**config.mk**
```make
export PLATFORM = sky130hd
export DESIGN_NAME = ssp_core
export DESIGN_NICKNAME = d
export VERILOG_FILES = /design/src/logic/ssp_pkg.sv /design/src/logic/ssp_fifo.sv /design/src/logic/ssp_core.sv
export VERILOG_INCLUDE_DIRS = /design/src /design/src/logic
export SDC_FILE = /design/constraint.sdc
export NUM_CORES = 1
export LEC_CHECK = 0
export BUFFER_PORTS_ARGS = -buffer_cell sky130_fd_sc_hd__buf_2
export CAP_MARGIN = 20
export CELL_PAD_IN_SITES_DETAIL_PLACEMENT = 0
export CELL_PAD_IN_SITES_GLOBAL_PLACEMENT = 2
export CORE_MARGIN = 3
export CORE_UTILIZATION = 44
export DETAILED_ROUTE_END_ITERATION = 10
export GPL_ROUTABILITY_DRIVEN = 0
export HOLD_SLACK_MARGIN = 0.02
export PLACE_DENSITY = 0.91
export SLEW_MARGIN = 15
export SYNTH_ARGS = -nofsm -noshare
export SYNTH_HDL_FRONTEND = slang
export SYNTH_SLANG_ARGS = --single-unit
```
**constraint.sdc**
```tcl
create_clock -name clk_sys -period 5.6 [get_ports clk_sys]
set_input_delay 0.28 -clock clk_sys [delete_from_list [all_inputs] [get_ports clk_sys]]
set_output_delay 0.28 -clock clk_sys [all_outputs]
set_load 0.1 [all_outputs]
```
**src/logic/ssp_consts.svh**
```systemverilog
// Register offsets, field positions, reset values and frame counts for the serial port
// What this block does
// - Polarity 1 phase 0 idle: clock, select high
// - Master drives clock pad, slave releases it
// - Start: select low, transmit pad enabled
// - Phase 0: data half period, then clock
// - Single word: select high one period later
// - Phase 0 words: select pulsed high between
// - Phase 1: data and first clock edge together
// - Phase 1 words: select stays low throughout
// - Command frame: 8 out, wait, 4-16 in
// - Command format idle: clock low, select high
// - Control byte write starts frame, MSB first
// - Slave latches rising, answers falling after wait
// - Single command frame: select high, word stored
// - Continuous command frames: next byte follows directly
// - Slave samples first bit on first rise
// - Bit rate: clock / (prescale * (1+rate))
// - Prescale even 2-254, rate 0-255
// - Words 4-16 bits, MSB first
`ifndef SSP_CONSTS_SVH
`define SSP_CONSTS_SVH
// Register byte offsets
`define SSP_OFF_CTRL0     12'h000
`define SSP_OFF_CTRL1     12'h004
`define SSP_OFF_DATA      12'h008
`define SSP_OFF_STATUS    12'h00c
`define SSP_OFF_PRESCALE  12'h010
// Reset values
`define SSP_CTRL0_RST     16'h0000
`define SSP_CTRL1_RST     4'h0
`define SSP_PRESCALE_RST  8'h00
// Control register 1 bit positions
`define SSP_C1_PORT_EN    1
`define SSP_C1_SLAVE      2
`define SSP_C1_SLAVE_OD   3
// Status register bit positions
`define SSP_ST_TX_EMPTY   0
`define SSP_ST_TX_NFULL   1
`define SSP_ST_RX_NEMPTY  2
`define SSP_ST_RX_FULL    3
`define SSP_ST_BUSY       4
// Frame format codes
`define SSP_FRF_SPI       2'h0
`define SSP_FRF_CMD       2'h2
// Word sizes
`define SSP_DSS_MIN       4'h3
`define SSP_MIN_BITS      5'h04
`define SSP_CMD_BITS      8
// Command frame half-period marks: control byte end, response capture base, first response capture
`define SSP_CMD_TX_END    6'(2*`SSP_CMD_BITS)
`define SSP_CMD_CAP_BASE  6'(2*`SSP_CMD_BITS+1)
`define SSP_CMD_FIRST_CAP 6'(2*`SSP_CMD_BITS+3)
`endif

```
**src/logic/ssp_pkg.sv**
```systemverilog
// Types shared by the serial port design files
package ssp_pkg;
  // Master frame engine states
  typedef enum logic [1:0] {SSP_IDLE, SSP_ACTIVE, SSP_GAP} ssp_state_t;
  // Control register 0 layout
  typedef struct packed {
    logic [7:0] rateDivider;
    logic       clockPhase;
    logic       clockPolarity;
    logic [1:0] frameFormatSelect;
    logic [3:0] dataSizeSelect;
  } ssp_cfg_t;
  // Pad levels sampled from the pins
  typedef struct packed {
    logic sclk;
    logic fss;
    logic rx;
  } ssp_pin_in_t;
  // Pad levels and enables driven to the pins
  typedef struct packed {
    logic sclk;
    logic sclkOe;
    logic fss;
    logic fssOe;
    logic tx;
    logic txOe;
  } ssp_pin_out_t;
endpackage : ssp_pkg

```
**src/logic/ssp_fifo.sv**
```systemverilog
// Flip-flop FIFO used for the transmit and receive word queues
`timescale 1ns/1ps
module ssp_fifo #(
  parameter int WIDTH = 16,  // Word width
  parameter int DEPTH = 8    // Entries, a power of two
) (
  // Clock and reset
  input  wire logic             clk_sys,
  input  wire logic             rst,
  // Fill side
  input  wire logic             push,
  input  wire logic [WIDTH-1:0] pushData,
  // Drain side
  input  wire logic             pop,
  output logic      [WIDTH-1:0] popData,
  // Occupancy
  output logic                  empty,
  output logic                  full
);
  localparam int AW = $clog2(DEPTH);

  // Pointer wrap relies on a power-of-two depth
  if (DEPTH < 2 || (DEPTH & (DEPTH - 1)) != 0) begin : g_bad_depth
    $error("ssp_fifo: DEPTH must be a power of two of at least 2");
  end

  logic [WIDTH-1:0] mem [DEPTH];  // Storage
  logic [AW-1:0]    wrPtr;        // Next slot to write
  logic [AW-1:0]    rdPtr;        // Oldest entry
  logic [AW:0]      count;        // Entries held
  logic             doPush;
  logic             doPop;

  // A push into a full queue is dropped, a pop from an empty one ignored
  assign doPush  = push && !full;
  assign doPop   = pop && !empty;
  assign empty   = (count == '0);
  assign full    = (count == (AW+1)'(DEPTH));
  assign popData = mem[rdPtr];

  // Pointers and fill level
  always_ff @(posedge clk_sys or posedge rst) begin
    if (rst) begin
      wrPtr <= '0;
      rdPtr <= '0;
      count <= '0;
    end else begin
      if (doPush) wrPtr <= wrPtr + 1'b1;
      if (doPop) rdPtr <= rdPtr + 1'b1;
      if (doPush && !doPop) count <= count + 1'b1;
      else if (doPop && !doPush) count <= count - 1'b1;
    end
  end

  // Storage needs no reset; empty guards every read
  always_ff @(posedge clk_sys) begin
    if (doPush) mem[wrPtr] <= pushData;
  end
endmodule : ssp_fifo

```
**src/logic/ssp_core.sv**
```systemverilog
// Serial port core: registers, bit-rate strobe, master and slave frame engine
//
// Decided for this implementation: the plain strobed port and the placing of the registers.
`timescale 1ns/1ps
`include "ssp_consts.svh"
module ssp_core #(
  parameter int DEPTH = 8  // Entries in each word FIFO
) (
  // System clock and reset
  input  wire logic                  clk_sys,
  input  wire logic                  rst,
  // Register port
  input  wire logic [11:0]           regAddr,
  input  wire logic [31:0]           regWdata,
  input  wire logic                  regWr,
  input  wire logic                  regRd,
  output logic      [31:0]           regRdata,
  // Serial pads
  input  wire ssp_pkg::ssp_pin_in_t  padIn,
  output ssp_pkg::ssp_pin_out_t      padOut
);
  // Software-visible configuration
  ssp_pkg::ssp_cfg_t   cfg;        // Rate, phase, polarity, format, size
  logic [3:0]          roleCtrl;   // Enable and role bits
  logic [7:0]          prescale;   // Prescale divisor, kept even

  // Frame engine state
  ssp_pkg::ssp_state_t state;      // Master sequencing
  logic [5:0]          step;       // Half periods in frame, or slave bit count
  logic [15:0]         txShift;    // Outgoing word, next bit at 15
  logic [15:0]         rxShift;    // Incoming bits, newest at 0
  logic                rxPush;     // Word ready for receive FIFO
  logic [15:0]         rxWord;     // Word handed to receive FIFO
  logic                slvFirst;   // Slave still owes its first bit
  logic                sclkPrev;   // Clock pin one cycle ago
  logic                fssPrev;    // Select pin one cycle ago

  // Bit-rate strobe
  logic [6:0]          preCnt;     // Prescale half counter
  logic [7:0]          rateCnt;    // Rate divider counter
  logic                tick;       // Half bit period strobe

  // FIFO wires
  logic                txEmpty;
  logic                txFull;
  logic                rxEmpty;
  logic                rxFull;
  logic [15:0]         txTop;      // Oldest queued transmit word
  logic [15:0]         rxTop;      // Oldest received word
  logic                txPop;
  logic                rxPop;
  logic                txPush;

  // Decoded controls
  logic                portEn;
  logic                isSlave;
  logic                slaveOd;
  logic                isCmd;
  logic                fmtOk;
  logic                slvPol;
  logic                slvPha;
  logic [4:0]          nBits;      // Word length, 4 to 16
  logic [5:0]          twoN;       // Half periods of one word
  logic [5:0]          lastCap;    // Half period of the final command capture
  logic [5:0]          lastBitIdx; // Slave count at the final capture
  logic [5:0]          s;          // Step after this strobe
  logic [15:0]         loadWord;   // Queue head aligned MSB first
  logic [15:0]         nextRx;     // Shifter with the pin bit appended
  logic                masterStart;
  logic                contLoad;
  logic                slvLoad;
  logic                fssFall;
  logic                slvEdge;
  logic                slvCap;
  logic                slvShift;
  logic                busy;
  logic [4:0]          status;

  assign portEn  = roleCtrl[`SSP_C1_PORT_EN];
  assign isSlave = roleCtrl[`SSP_C1_SLAVE];
  assign slaveOd = roleCtrl[`SSP_C1_SLAVE_OD];
  assign isCmd   = (cfg.frameFormatSelect == `SSP_FRF_CMD);
  // The pulsed-select format is not carried; it never starts a frame
  assign fmtOk   = isCmd || (cfg.frameFormatSelect == `SSP_FRF_SPI);

  // Sizes below four bits are served as four
  assign nBits = (cfg.dataSizeSelect < `SSP_DSS_MIN) ? `SSP_MIN_BITS
               : 5'({1'b0, cfg.dataSizeSelect} + 5'h01);
  assign twoN       = {nBits, 1'b0};
  assign lastCap    = `SSP_CMD_CAP_BASE + twoN;
  assign lastBitIdx = {1'b0, nBits} - 6'h01;
  assign s          = step + 6'h01;
  assign nextRx     = {rxShift[14:0], padIn.rx};

  // Master command frames send the low byte; data words and slave replies go out MSB first
  assign loadWord = txEmpty ? 16'h0000
                  : (isCmd && !isSlave) ? {txTop[7:0], 8'h00}
                  : (txTop << (5'h10 - nBits));

  // The command format always runs as polarity 0, phase 0 when slave
  assign slvPol   = isCmd ? 1'b0 : cfg.clockPolarity;
  assign slvPha   = isCmd ? 1'b0 : cfg.clockPhase;
  assign fssFall  = fssPrev && !padIn.fss;
  assign slvEdge  = (padIn.sclk != sclkPrev) && !padIn.fss;
  assign slvCap   = slvEdge && (padIn.sclk ^ slvPol ^ slvPha);
  assign slvShift = slvEdge && !(padIn.sclk ^ slvPol ^ slvPha);

  // Master starts from idle, or after the one-period select pulse
  assign masterStart = portEn && !isSlave && fmtOk && !txEmpty &&
                       (state == ssp_pkg::SSP_IDLE ||
                        (state == ssp_pkg::SSP_GAP && tick && step == 6'h01));
  // Seamless reload: next control byte, or next phase-1 word
  assign contLoad = portEn && !isSlave && state == ssp_pkg::SSP_ACTIVE && tick &&
                    !txEmpty && ((isCmd && s == lastCap + 6'h01) ||
                                 (!isCmd && cfg.clockPhase && s == twoN));
  assign slvLoad  = portEn && isSlave &&
                    (fssFall || (slvCap && step == lastBitIdx && slvPha));
  assign txPop    = masterStart || contLoad || slvLoad;
  assign txPush   = regWr && (regAddr == `SSP_OFF_DATA);
  assign rxPop    = regRd && (regAddr == `SSP_OFF_DATA);
  assign busy     = (state != ssp_pkg::SSP_IDLE) || (portEn && isSlave && !fssPrev);

  // Status word as software sees it
  always_comb begin
    status = '0;
    status[`SSP_ST_TX_EMPTY]  = txEmpty;
    status[`SSP_ST_TX_NFULL]  = !txFull;
    status[`SSP_ST_RX_NEMPTY] = !rxEmpty;
    status[`SSP_ST_RX_FULL]   = rxFull;
    status[`SSP_ST_BUSY]      = busy;
  end

  // Transmit queue: a data write enqueues the low half-word
  ssp_fifo #(
    .WIDTH    (16),
    .DEPTH    (DEPTH)
  ) u_tx_fifo (
    .clk_sys  (clk_sys),
    .rst      (rst),
    .push     (txPush),
    .pushData (regWdata[15:0]),
    .pop      (txPop),
    .popData  (txTop),
    .empty    (txEmpty),
    .full     (txFull)
  );

  // Receive queue: a data read dequeues; overrun words are dropped
  ssp_fifo #(
    .WIDTH    (16),
    .DEPTH    (DEPTH)
  ) u_rx_fifo (
    .clk_sys  (clk_sys),
    .rst      (rst),
    .push     (rxPush),
    .pushData (rxWord),
    .pop      (rxPop),
    .popData  (rxTop),
    .empty    (rxEmpty),
    .full     (rxFull)
  );

  // Register writes; software is expected to disable the port first
  always_ff @(posedge clk_sys or posedge rst) begin
    if (rst) begin
      cfg      <= `SSP_CTRL0_RST;
      roleCtrl <= `SSP_CTRL1_RST;
      prescale <= `SSP_PRESCALE_RST;
    end else if (regWr) begin
      case (regAddr)
        `SSP_OFF_CTRL0:    cfg <= regWdata[15:0];
        `SSP_OFF_CTRL1:    roleCtrl <= regWdata[3:0];
        // Bit 0 is forced low so the divisor stays even
        `SSP_OFF_PRESCALE: prescale <= {regWdata[7:1], 1'b0};
        default: begin
        end
      endcase
    end
  end

  // Read data stands for the one cycle after the strobe, zero otherwise
  always_ff @(posedge clk_sys or posedge rst) begin
    if (rst) begin
      regRdata <= 32'h0000_0000;
    end else if (regRd) begin
      case (regAddr)
        `SSP_OFF_CTRL0:    regRdata <= {16'h0000, cfg};
        `SSP_OFF_CTRL1:    regRdata <= {28'h000_0000, roleCtrl};
        `SSP_OFF_DATA:     regRdata <= {16'h0000, rxEmpty ? 16'h0000 : rxTop};
        `SSP_OFF_STATUS:   regRdata <= {27'h000_0000, status};
        `SSP_OFF_PRESCALE: regRdata <= {24'h00_0000, prescale};
        default:           regRdata <= 32'h0000_0000;  // Unmapped reads zero
      endcase
    end else begin
      regRdata <= 32'h0000_0000;
    end
  end

  // Half-period strobe every prescale/2 * (rate+1) clocks; restarted at frame start
  // so the first half period after select falls is fixed, one clock longer than the rest
  always_ff @(posedge clk_sys or posedge rst) begin
    if (rst) begin
      preCnt  <= 7'h00;
      rateCnt <= 8'h00;
      tick    <= 1'b0;
    end else if (state == ssp_pkg::SSP_IDLE || masterStart) begin
      preCnt  <= 7'h00;
      rateCnt <= 8'h00;
      tick    <= 1'b0;
    end else begin
      tick <= 1'b0;
      // A zero divisor is served as the least legal one
      if (preCnt >= ((prescale[7:1] == 7'h00) ? 7'h00 : prescale[7:1] - 7'h01)) begin
        preCnt <= 7'h00;
        if (rateCnt == cfg.rateDivider) begin
          rateCnt <= 8'h00;
          tick    <= 1'b1;
        end else begin
          rateCnt <= rateCnt + 8'h01;
        end
      end else begin
        preCnt <= preCnt + 7'h01;
      end
    end
  end

  // Pin history for slave edge detection; pins count as synchronous
  always_ff @(posedge clk_sys or posedge rst) begin
    if (rst) begin
      sclkPrev <= 1'b0;
      fssPrev  <= 1'b1;
    end else begin
      sclkPrev <= padIn.sclk;
      fssPrev  <= padIn.fss;
    end
  end

  // Frame engine: drives the pads, shifts both words, feeds the receive queue
  always_ff @(posedge clk_sys or posedge rst) begin
    if (rst) begin
      state    <= ssp_pkg::SSP_IDLE;
      step     <= 6'h00;
      txShift  <= 16'h0000;
      rxShift  <= 16'h0000;
      rxPush   <= 1'b0;
      rxWord   <= 16'h0000;
      slvFirst <= 1'b0;
      padOut   <= '0;
      padOut.fss <= 1'b1;
    end else begin
      rxPush <= 1'b0;
      // Master owns clock and select pads, a slave leaves them to the far end
      padOut.sclkOe <= !isSlave;
      padOut.fssOe  <= !isSlave;
      // A slave drives its line only while selected and not output-disabled
      padOut.txOe   <= isSlave ? (!slaveOd && !padIn.fss) : 1'b1;
      // Idle levels, refreshed each cycle so a mode change shows at once
      if (!portEn || isSlave || state == ssp_pkg::SSP_IDLE) begin
        padOut.sclk <= isCmd ? 1'b0 : cfg.clockPolarity;
        padOut.fss  <= 1'b1;
        if (!isSlave || !portEn) padOut.tx <= 1'b0;
      end
      if (!portEn) begin
        // Disabling aborts any frame in flight
        state    <= ssp_pkg::SSP_IDLE;
        step     <= 6'h00;
        slvFirst <= 1'b0;
      end else if (isSlave) begin
        state <= ssp_pkg::SSP_IDLE;
        if (fssFall) begin
          // Selected: load the reply; phase 0 shows its MSB at once
          txShift  <= loadWord;
          rxShift  <= 16'h0000;
          step     <= 6'h00;
          slvFirst <= slvPha;
          if (!slvPha) padOut.tx <= loadWord[15];
        end else if (slvShift) begin
          if (slvFirst) begin
            padOut.tx <= txShift[15];
            slvFirst  <= 1'b0;
          end else begin
            padOut.tx <= txShift[14];
            txShift   <= txShift << 1;
          end
        end else if (slvCap) begin
          rxShift <= nextRx;
          if (step == lastBitIdx) begin
            rxPush  <= 1'b1;
            rxWord  <= nextRx;
            rxShift <= 16'h0000;
            step    <= 6'h00;
            // Phase 1 keeps select low, so the next word loads here
            if (slvPha) begin
              txShift  <= loadWord;
              slvFirst <= 1'b1;
            end
          end else begin
            step <= s;
          end
        end
      end else if (masterStart) begin
        // Select falls and the queue head enters the shifter
        state      <= ssp_pkg::SSP_ACTIVE;
        step       <= 6'h00;
        txShift    <= loadWord;
        rxShift    <= 16'h0000;
        padOut.fss <= 1'b0;
        if (isCmd) padOut.tx <= loadWord[15];
      end else begin
        unique case (state)
          ssp_pkg::SSP_IDLE: begin
          end
          ssp_pkg::SSP_GAP: begin
            // Select held high one bit period so the slave can reload
            if (tick) begin
              if (step == 6'h01) state <= ssp_pkg::SSP_IDLE;
              else step <= s;
            end
          end
          ssp_pkg::SSP_ACTIVE: begin
            if (tick) begin
              step <= s;
              if (isCmd) begin
                // Odd half periods rise, even ones fall; clock rests low after
                padOut.sclk <= s[0] && (s <= lastCap);
                if (!s[0] && s < `SSP_CMD_TX_END) begin
                  padOut.tx <= txShift[14];
                  txShift   <= txShift << 1;
                end
                if (s == `SSP_CMD_TX_END) padOut.tx <= 1'b0;
                // Response captured on rises after the one-clock wait
                if (s[0] && s >= `SSP_CMD_FIRST_CAP && s <= lastCap) begin
                  rxShift <= nextRx;
                end
                if (contLoad) begin
                  // Next control byte follows the response LSB directly
                  rxPush    <= 1'b1;
                  rxWord    <= rxShift;
                  rxShift   <= 16'h0000;
                  txShift   <= loadWord;
                  padOut.tx <= loadWord[15];
                  step      <= 6'h00;
                end
                if (s == lastCap + 6'h02) begin
                  padOut.fss <= 1'b1;
                  rxPush     <= 1'b1;
                  rxWord     <= rxShift;
                  state      <= ssp_pkg::SSP_IDLE;
                end
              end else if (!cfg.clockPhase) begin
                // Phase 0: data first, clock half a period later
                padOut.sclk <= (!s[0] && s <= twoN) ? !cfg.clockPolarity
                                                     : cfg.clockPolarity;
                if (s == 6'h01) begin
                  padOut.tx <= txShift[15];
                end else if (s[0] && s < twoN) begin
                  padOut.tx <= txShift[14];
                  txShift   <= txShift << 1;
                end
                if (!s[0] && s <= twoN) rxShift <= nextRx;
                if (s == twoN) begin
                  rxPush <= 1'b1;
                  rxWord <= nextRx;
                end
                if (s == twoN + 6'h02) begin
                  // One period after the last capture; pulse if more queued
                  padOut.fss <= 1'b1;
                  padOut.tx  <= 1'b0;
                  step       <= 6'h00;
                  state      <= txEmpty ? ssp_pkg::SSP_IDLE : ssp_pkg::SSP_GAP;
                end
              end else begin
                // Phase 1: first edge and data together
                padOut.sclk <= (s[0] && s < twoN) ? !cfg.clockPolarity
                                                   : cfg.clockPolarity;
                if (s == 6'h01) begin
                  padOut.tx <= txShift[15];
                end else if (s[0] && s < twoN) begin
                  padOut.tx <= txShift[14];
                  txShift   <= txShift << 1;
                end
                if (!s[0] && s <= twoN) rxShift <= nextRx;
                if (s == twoN) begin
                  rxPush <= 1'b1;
                  rxWord <= nextRx;
                end
                if (contLoad) begin
                  // Select stays low; next word follows seamlessly
                  txShift <= loadWord;
                  rxShift <= 16'h0000;
                  step    <= 6'h00;
                end
                if (s == twoN + 6'h02) begin
                  padOut.fss <= 1'b1;
                  padOut.tx  <= 1'b0;
                  state      <= ssp_pkg::SSP_IDLE;
                end
              end
            end
          end
        endcase
      end
    end
  end
endmodule : ssp_core

```
==> Word-level counts from Yosys, hierarchy flattened <==
Memory sizes are Yosys's and may differ from the RTL's.
Cells that the tools add are included.
{ "word_totals": {"ff_bits": 160, "ram_bits": 256, "inputBits": 51, "output_inout_bits": 38, "elab_cells": 355, "mem_count": 2} }
{ "classes": {"add_sub_neg": 19, "magnitude_cmp": 7, "n_eq_ne": 46, "n_shift": 1, "mux": 155, "n_bitwise": 2, "n_reduce_logical": 92} }
{ "memory_table": {"columns": ["memory", "depth", "width", "rd", "rd_clocked_by_memory_dff", "wr", "line", "text"], "rows": [
  ["u_rx_fifo.mem", 8, 16, 1, 0, 1, "ssp_fifo.sv:27", "logic [WIDTH-1:0] mem [DEPTH];"],
  ["u_tx_fifo.mem", 8, 16, 1, 0, 1, "ssp_fifo.sv:27", null]
]} }
{ "op_table": {"columns": ["operator", "count"], "rows": [
  ["two-way mux 16 bit", 46],
  ["two-way mux 6 bit", 14],
  ["one-hot mux 16 bit (5 select lines)", 1],
  ["two-way mux 1 bit", 68],
  ["logical AND 1 bit", 40],
  ["two-way mux 32 bit", 1],
  ["equality test 6 bit", 5],
  ["equality test 12 x 4 -> 1 bit (second input constant)", 2],
  ["two-way mux 2 bit", 12],
  ["two-way mux 8 bit", 3],
  ["!= test 4 x 1 -> 1 bit (second input constant)", 6],
  ["two-way mux 7 bit", 3],
  ["AND reduction 6 bit", 3],
  ["logical NOT 1 bit", 17],
  ["two-way mux 4 bit", 4],
  ["<< shifter 16 x 5 -> 16 bit", 1],
  ["!= test 5 bit (second input constant)", 3],
  ["adder 3 x 1 -> 3 bit (second input constant)", 4],
  ["adder 6 x 1 -> 6 bit (second input constant)", 2],
  ["adder 6 x 2 -> 6 bit (second input constant)", 2],
  ["equality test 12 x 3 -> 1 bit (second input constant)", 1],
  ["equality test 12 x 5 -> 1 bit (second input constant)", 1],
  ["equality test 6 x 1 -> 1 bit (second input constant)", 2],
  ["<= comparator 6 bit", 2],
  ["other kinds (45)", 79]
]} }

==> Depth between registers and ports, before layout <==
{ "depth": {"depth_word": 16, "mapped_depth": 22, "ltp_nobuf": 21} }

==> Cells and area by module <==
From an unflattened synthesis, not the netlist that was laid out.
{ "unflattened": {"hier_cells": 1465, "hier_area_um2": 19970.4} }
{ "by_module_without_submodules": {"columns": ["module", "n_inst", "cells_each", "area_per_inst_um2", "seq_area_each_um2"], "rows": [
  ["ssp_core", 1, 965, 8838.5, 3105.5],
  ["ssp_fifo at u_tx_fifo", 1, 250, 5566.6, 4093.9],
  ["ssp_fifo at u_rx_fifo", 1, 250, 5565.3, 4093.9]
]} }

==> Least setup slack after synthesis <==
Ideal clock, no wire load.
{ "synth_timing": {"path_kind": "reg-to-reg", "startpoint": "reg cfg[0] in the netlist's numbering", "endpoint": "reg u_tx_fifo.count[3]", "setup_time_ns": 0.125, "t_arrival_ns": 4.663, "required_ns": 5.475, "slack_ns": 0.812, "stages_incl_launch_ff": 22, "n_path_buf": 1, "synth_period_minus_slack_ns": 4.788, "path_cell_list": "dfrtp_1 > ha_1 > buf_2 > nor3_1 > nor2_2 > inv_2 > ha_1 > clkinv_1 > xnor2_1 > or4_4 > nor4_4 > nor3_1 > a21oi_1 > inv_1 > ha_1 > inv_1 > ha_1 > a21o_1 > a21oi_1 > xnor2_1 > nor2_1 > xor2_1"} }
{ "synth_via": {"elab_chain_len": 14, "word_cells_on_any_way": 25, "cone_classes": "add/sub (4); order compare (1); eq/ne (3); mux (2); reduce/logical (15)"} }
{ "synth_rtl": {"columns": ["item", "line", "text"], "rows": [
  ["from (decl)", "ssp_core.sv:23", "ssp_pkg::ssp_cfg_t cfg;"],
  ["from (signal assigned)", "ssp_core.sv:166", "cfg <= `SSP_CTRL0_RST;"],
  ["from (signal assigned)", "ssp_core.sv:171", "`SSP_OFF_CTRL0: cfg <= regWdata[15:0];"],
  ["adder 4 x 1 -> 5 bit or < comparator 4 x 2 -> 1 bit (tied branches)", null, null],
  ["two-way mux 5 bit *", "ssp_core.sv:87", "assign nBits = (cfg.dataSizeSelect < `SSP_DSS_MIN) ? `SSP_MIN_BITS"],
  ["adder 5 x 6 -> 6 bit (no source line)", null, null],
  ["adder 6 x 1 -> 6 bit", "ssp_core.sv:114", "!txEmpty && ((isCmd && s == lastCap + 6'h01) ||"],
  ["equality test 6 bit", "ssp_core.sv:114", null],
  ["logical AND 1 bit", "ssp_core.sv:114", null],
  ["logical OR 1 bit", "ssp_core.sv:114", null],
  ["logical AND 1 bit", "ssp_core.sv:114", null],
  ["logical OR 1 bit", "ssp_core.sv:118", "assign txPop = masterStart || contLoad || slvLoad;"],
  ["logical OR 1 bit *", "ssp_core.sv:118", null],
  ["logical AND 1 bit *", "ssp_fifo.sv:36", "assign doPop = pop && !empty;"],
  ["logical NOT 1 bit", "ssp_fifo.sv:50", "if (doPush && !doPop) count <= count + 1'b1;"],
  ["logical AND 1 bit", "ssp_fifo.sv:50", null],
  ["two-way mux 4 bit or nonzero test 2 bit (tied branches)", null, null],
  ["to (signal assigned)", "ssp_fifo.sv:50", null],
  ["to (signal assigned)", "ssp_fifo.sv:51", "else if (doPop && !doPush) count <= count - 1'b1;"],
  ["to (decl)", "ssp_fifo.sv:30", "logic [AW:0] count;"]
]} }
Mark *: on every way between the ends. The rest lies on a longest branch, timed or not.
A chain may end at the register's enable or synchronous reset.

==> Final worst setup path <==
Same ends and word-level chain as after synthesis.

==> insert_results.sql <==
INSERT INTO impl_metrics (metric_group, metric, value, unit) VALUES
('run_status', 'outcome', 'finished, final reports clean', ''),
('place', 'detailedPlace.worstSlack', '359', 'ps'),
('synth', 'ys_seq_area_share', '58.7', '%'),
('grt', 'overflow', '0', ''),
('synth', 'synth.ff_latch_count', '400', ''),
('drt', 'vias', '12200', ''),
('drt', 'drt-initial-drc-count', '998', ''),
('setup_path', 'crit_path_cell_trace', 'ha_1 > nor3_2 > nor2_2 > inv_2 > ha_1 > clkinv_1 > xnor2_1 > or4_4 > nor4_4 > nor3_1 > a21oi_1 > inv_1 > ha_1 > inv_1 > ha_1 > a21o_1 > a21oi_1 > xnor2_1 > nor2_1 > xor2_1', ''),
('cts', 'worst_path_clk_slew', '70', 'ps'),
('timing', 'finalSetupViolations', '0', ''),
('setup_path', 'timing.critical_path.required', '6030', 'ps'),
('setup_path', 'critical_path_start_end_classification', 'reg2reg', ''),
('synth', 'synth_edf_count', '256', ''),
('setup_path', 'cp_max_fo', '9', ''),
('layout', 'final_cell_area', '21800', 'µm²'),
('die', 'boundaryPins', '89', ''),
('place', 'placed_cell_area', '20200', 'µm²'),
('setup_path', 'crit_top_cell', 'sky130_fd_sc_hd__ha_1', ''),
('die', 'core_region_area', '42500', 'µm²'),
('grt', 'grt_max_degree', '75', ''),
('cts', 'cts.htree.levels', '2', ''),
('setup_path', 'r2r_setup_slk', '570', 'ps'),
('setup_path', 'critical_path_s_largest_stage_delay', '490', 'ps'),
('grt', 'grt_pass1_vias', '12200', ''),
('layout', 'final_layout_size_suffix_gt1_share', '18.9', '%'),
('die', 'placementRows', '75', ''),
('run', 'max_cap_violations', '0', ''),
('timing', 'worst_slew_pin_slew', '1060', 'ps'),
('grt', 'grt_pass1_wl', '72500', 'µm'),
('timing', 'finalWorstSetupSlack', '571', 'ps'),
('cts', 'clock_sinks', '400', ''),
('timing', 'number_of_hold_slack_violations_in_the_final_timing_report', '0', ''),
('drt', 'firstDrtPassIters', '5', ''),
('layout', 'area_delta_synth_final', '13.3', '%'),
('timing', 'achievable-frequency', '199', 'MHz'),
('synth', 'synthesis.area', '19200', 'µm²'),
('synth', 'netlist_instances', '1443', ''),
('layout', 'num-fill-cells', '3618', ''),
('pwr', 'power.density_cell_area', '293', 'nW/µm²'),
('synth', 'yosys_most_used_dff', 'sky130_fd_sc_hd__edfxtp_1', ''),
('grt', 'grt_antenna_before_repair', '2', ''),
('timing', 'worst_clock_skew', '24.1', 'ps'),
('cts', 'clockRootBuffer', 'sky130_fd_sc_hd__clkbuf_16', ''),
('setup_path', 'worst_setup_path_end_kind', 'register', ''),
('timing', 'slew_headroom', '28.6', '%'),
('synth', 'synth.distinct_cells', '83', ''),
('drt', 'drt.antenna.violating_nets', '0', ''),
('synth', 'yosys_warn_count', '0', ''),
('place', 'port_bufs', '56', ''),
('setup_path', 'cp_data_arrival_time', '5460', 'ps'),
('cts', 'clock_path_buffers', '3', ''),
('synth', 'synth.avg_cell_area', '13.3', 'µm²'),
('die', 'die_y', '215', 'µm'),
('cts', 'tritoncts.num_buffers', '42', ''),
('setup_path', 'crit_path_top_delay_cell', 'sky130_fd_sc_hd__a21oi_1', ''),
('die', 'fp.dieW', '215', 'µm'),
('drt', 'detail_route.wirelength', '46000', 'µm'),
('min_path', 'hp-class', 'in2reg', ''),
('pwr', 'ir_drop', '0.276', 'mV'),
('place', 'detailed_place_hpwl', '30800', 'µm'),
('die', 'floorplan.initialDensity', '45.2', '%'),
('drt', 'avgRoutedWirePerCell', '21.6', 'µm'),
('timing', 'fin_setup_tns', '0', 'ps'),
('cts', 'cts_tree', 'built', ''),
('grt', 'global_router_s_overall_resource_usage', '19.9', '%'),
('pwr', 'power_leakage', '8.06', 'nW'),
('setup_path', 'worst_setup_path_start_kind', 'register', ''),
('layout', 'highest_count_cells_in_the_layout_ignoring_fill_and_taps', 'sky130_fd_sc_hd__edfxtp_1, sky130_fd_sc_hd__dfrtp_1, sky130_fd_sc_hd__nand2_1, sky130_fd_sc_hd__nor2_1, sky130_fd_sc_hd__mux2i_1', ''),
('timing', 'maxSlewViolCount', '0', ''),
('cts', 'clock_latency', '550', 'ps'),
('timing', 'grt_setup_unrepaired', 'false', ''),
('drt', 'vias_per_inst', '5.73', ''),
('layout', 'layout_commonest_cell', 'sky130_fd_sc_hd__edfxtp_1', ''),
('cts', 'cts_setup_buffers', '0', ''),
('die', 'die_area', '46200', 'µm²'),
('timing', 'post-route-min-period', '5030', 'ps'),
('timing', 'final_min_period_over_clock_period', '89.8', '%'),
('synth', 'async_reset_ff_share', '36.0', '%'),
('drt', 'drc', '0', ''),
('layout', 'design.final.nets', '1605', '');
report_power, final:
| part | switching (mW) | total (mW) | internal (mW) |
|---|---|---|---|
| Sequential | 0.0202 | 3.16 | 3.14 |
| Clock | 1.17 | 2.97 | 1.80 |
| Combinational | 0.177 | 0.268 | 0.0907 |
| Total | 1.36 | 6.39 | 5.03 |
path summary, 6_finish.rpt:
path | to | cells after the start | start
worst max register to register | u_tx_fifo.count[3]$_DFFE_PP0P_ | 20 | cfg[0]$_DFFE_PP0P_
max in group asynchronous | txShift[4]$_DFFE_PP0P_ | 4 | rst
worst max-delay path | u_tx_fifo.count[3]$_DFFE_PP0P_ | 20 | cfg[0]$_DFFE_PP0P_
min in group asynchronous | u_rx_fifo.wrPtr[2]$_DFFE_PP0P_ | 3 | rst
worst min-delay path | u_tx_fifo.mem[3][13]$_DFFE_PP_ | 1 | regWdata[13]
worst min register to register | u_rx_fifo.count[3]$_DFFE_PP0P_ | 1 | u_rx_fifo.count[3]$_DFFE_PP0P_
flip-flops by register name (all words and copies together) (netlist names), 8 cells and up:
register	count
u_rx_fifo.mem	128
u_tx_fifo.mem	128
cfg	16
regRdata	16
rxShift	16
rxWord	16
txShift	16
rateCnt	8
timing repair:
item,4_1_cts,5_1_grt
endpoints found under the setup margin,0,1
gates resized for setup,0,1
hold buffers,5,0
hold endpoints to repair,84,0
stage by stage:
step	total power, mW	std cells	hold WS, ps	util (%)
finish	6.39	2125	45.8	51.3
global route	6.60	2125	42.2	51.3
CTS	6.45	2123	30.0	51.2
detailed placement	3.48	2040	425	47.6
global placement	3.47	2039	416	47.5
floorplan	3.41	1458	284	-
per-layer routing:
metal | track usage, % | share of wire [%]
met4 | 5.99 | 2.6
met3 | 2.82 | 4.9
met2 | 32.6 | 49
met5 | 0 | 0.028
met1 | 27.9 | 44
layout make-up:
class                           instances  area (µm²)  share of cell area [%]
Antenna cell                            1        2.50                  0.0115
Clock buffer                           56        1170                    5.35
Clock inverter                         22         324                    1.49
Inverter                               39         151                   0.695
Multi-Input combinational cell        930        7480                    34.3
Sequential cell                       400       11300                    51.9
Tap cell                              577         722                    3.31
Timing Repair Buffer                  100         643                    2.95
cells by family (layout without fill, tap and decap cells):
| group | after synthesis | in the layout | share of synthesized area (%) |
|---|---|---|---|
| DFF | 400 | 400 | 58.7 |
| and+or+nand+nor | 359 | 359 | 9.07 |
| AOI/OAI and AO/OA | 284 | 284 | 10.0 |
| muxes | 176 | 176 | 13.8 |
| buffers and inverters | 128 | 217 | 2.90 |
| xor gates and xnor gates | 54 | 54 | 2.68 |
| adders and majority gates | 41 | 41 | 2.75 |
| other | 1 | 17 | 0.0195 |
Yosys cell counts (all sizes together), types with 13 or more instances:
cell,count,share of area (%)
edfxtp,256,40
dfrtp,142,18
nand2,102,2.0
nor2,100,2.0
o21ai,70,1.8
mux2i,69,3.6
mux4,68,8.0
clkbuf,57,1.1
a21oi,55,1.5
ha,39,2.5
mux2,39,2.3
inv,38,0.74
buf,32,1.0
nand3,30,0.78
xnor2,28,1.3
a22o,23,1.0
xor2,23,1.0
nor3,22,0.57
o22ai,19,0.62
a21o,18,0.70
or3,17,0.55
and2,15,0.49
nor2b,14,0.46
nand2b,13,0.42
worst max-delay path, delay by kind of cell (launching register included):
kind / cells / cell delay [ps]
buf+inv: 4 / 720
xor+xnor: 3 / 520
flops: 1 / 380
fa+ha+maj: 4 / 910
compound gates: 3 / 840
simple gates: 6 / 1540
Note: power is estimated with default switching activity, not from simulation.
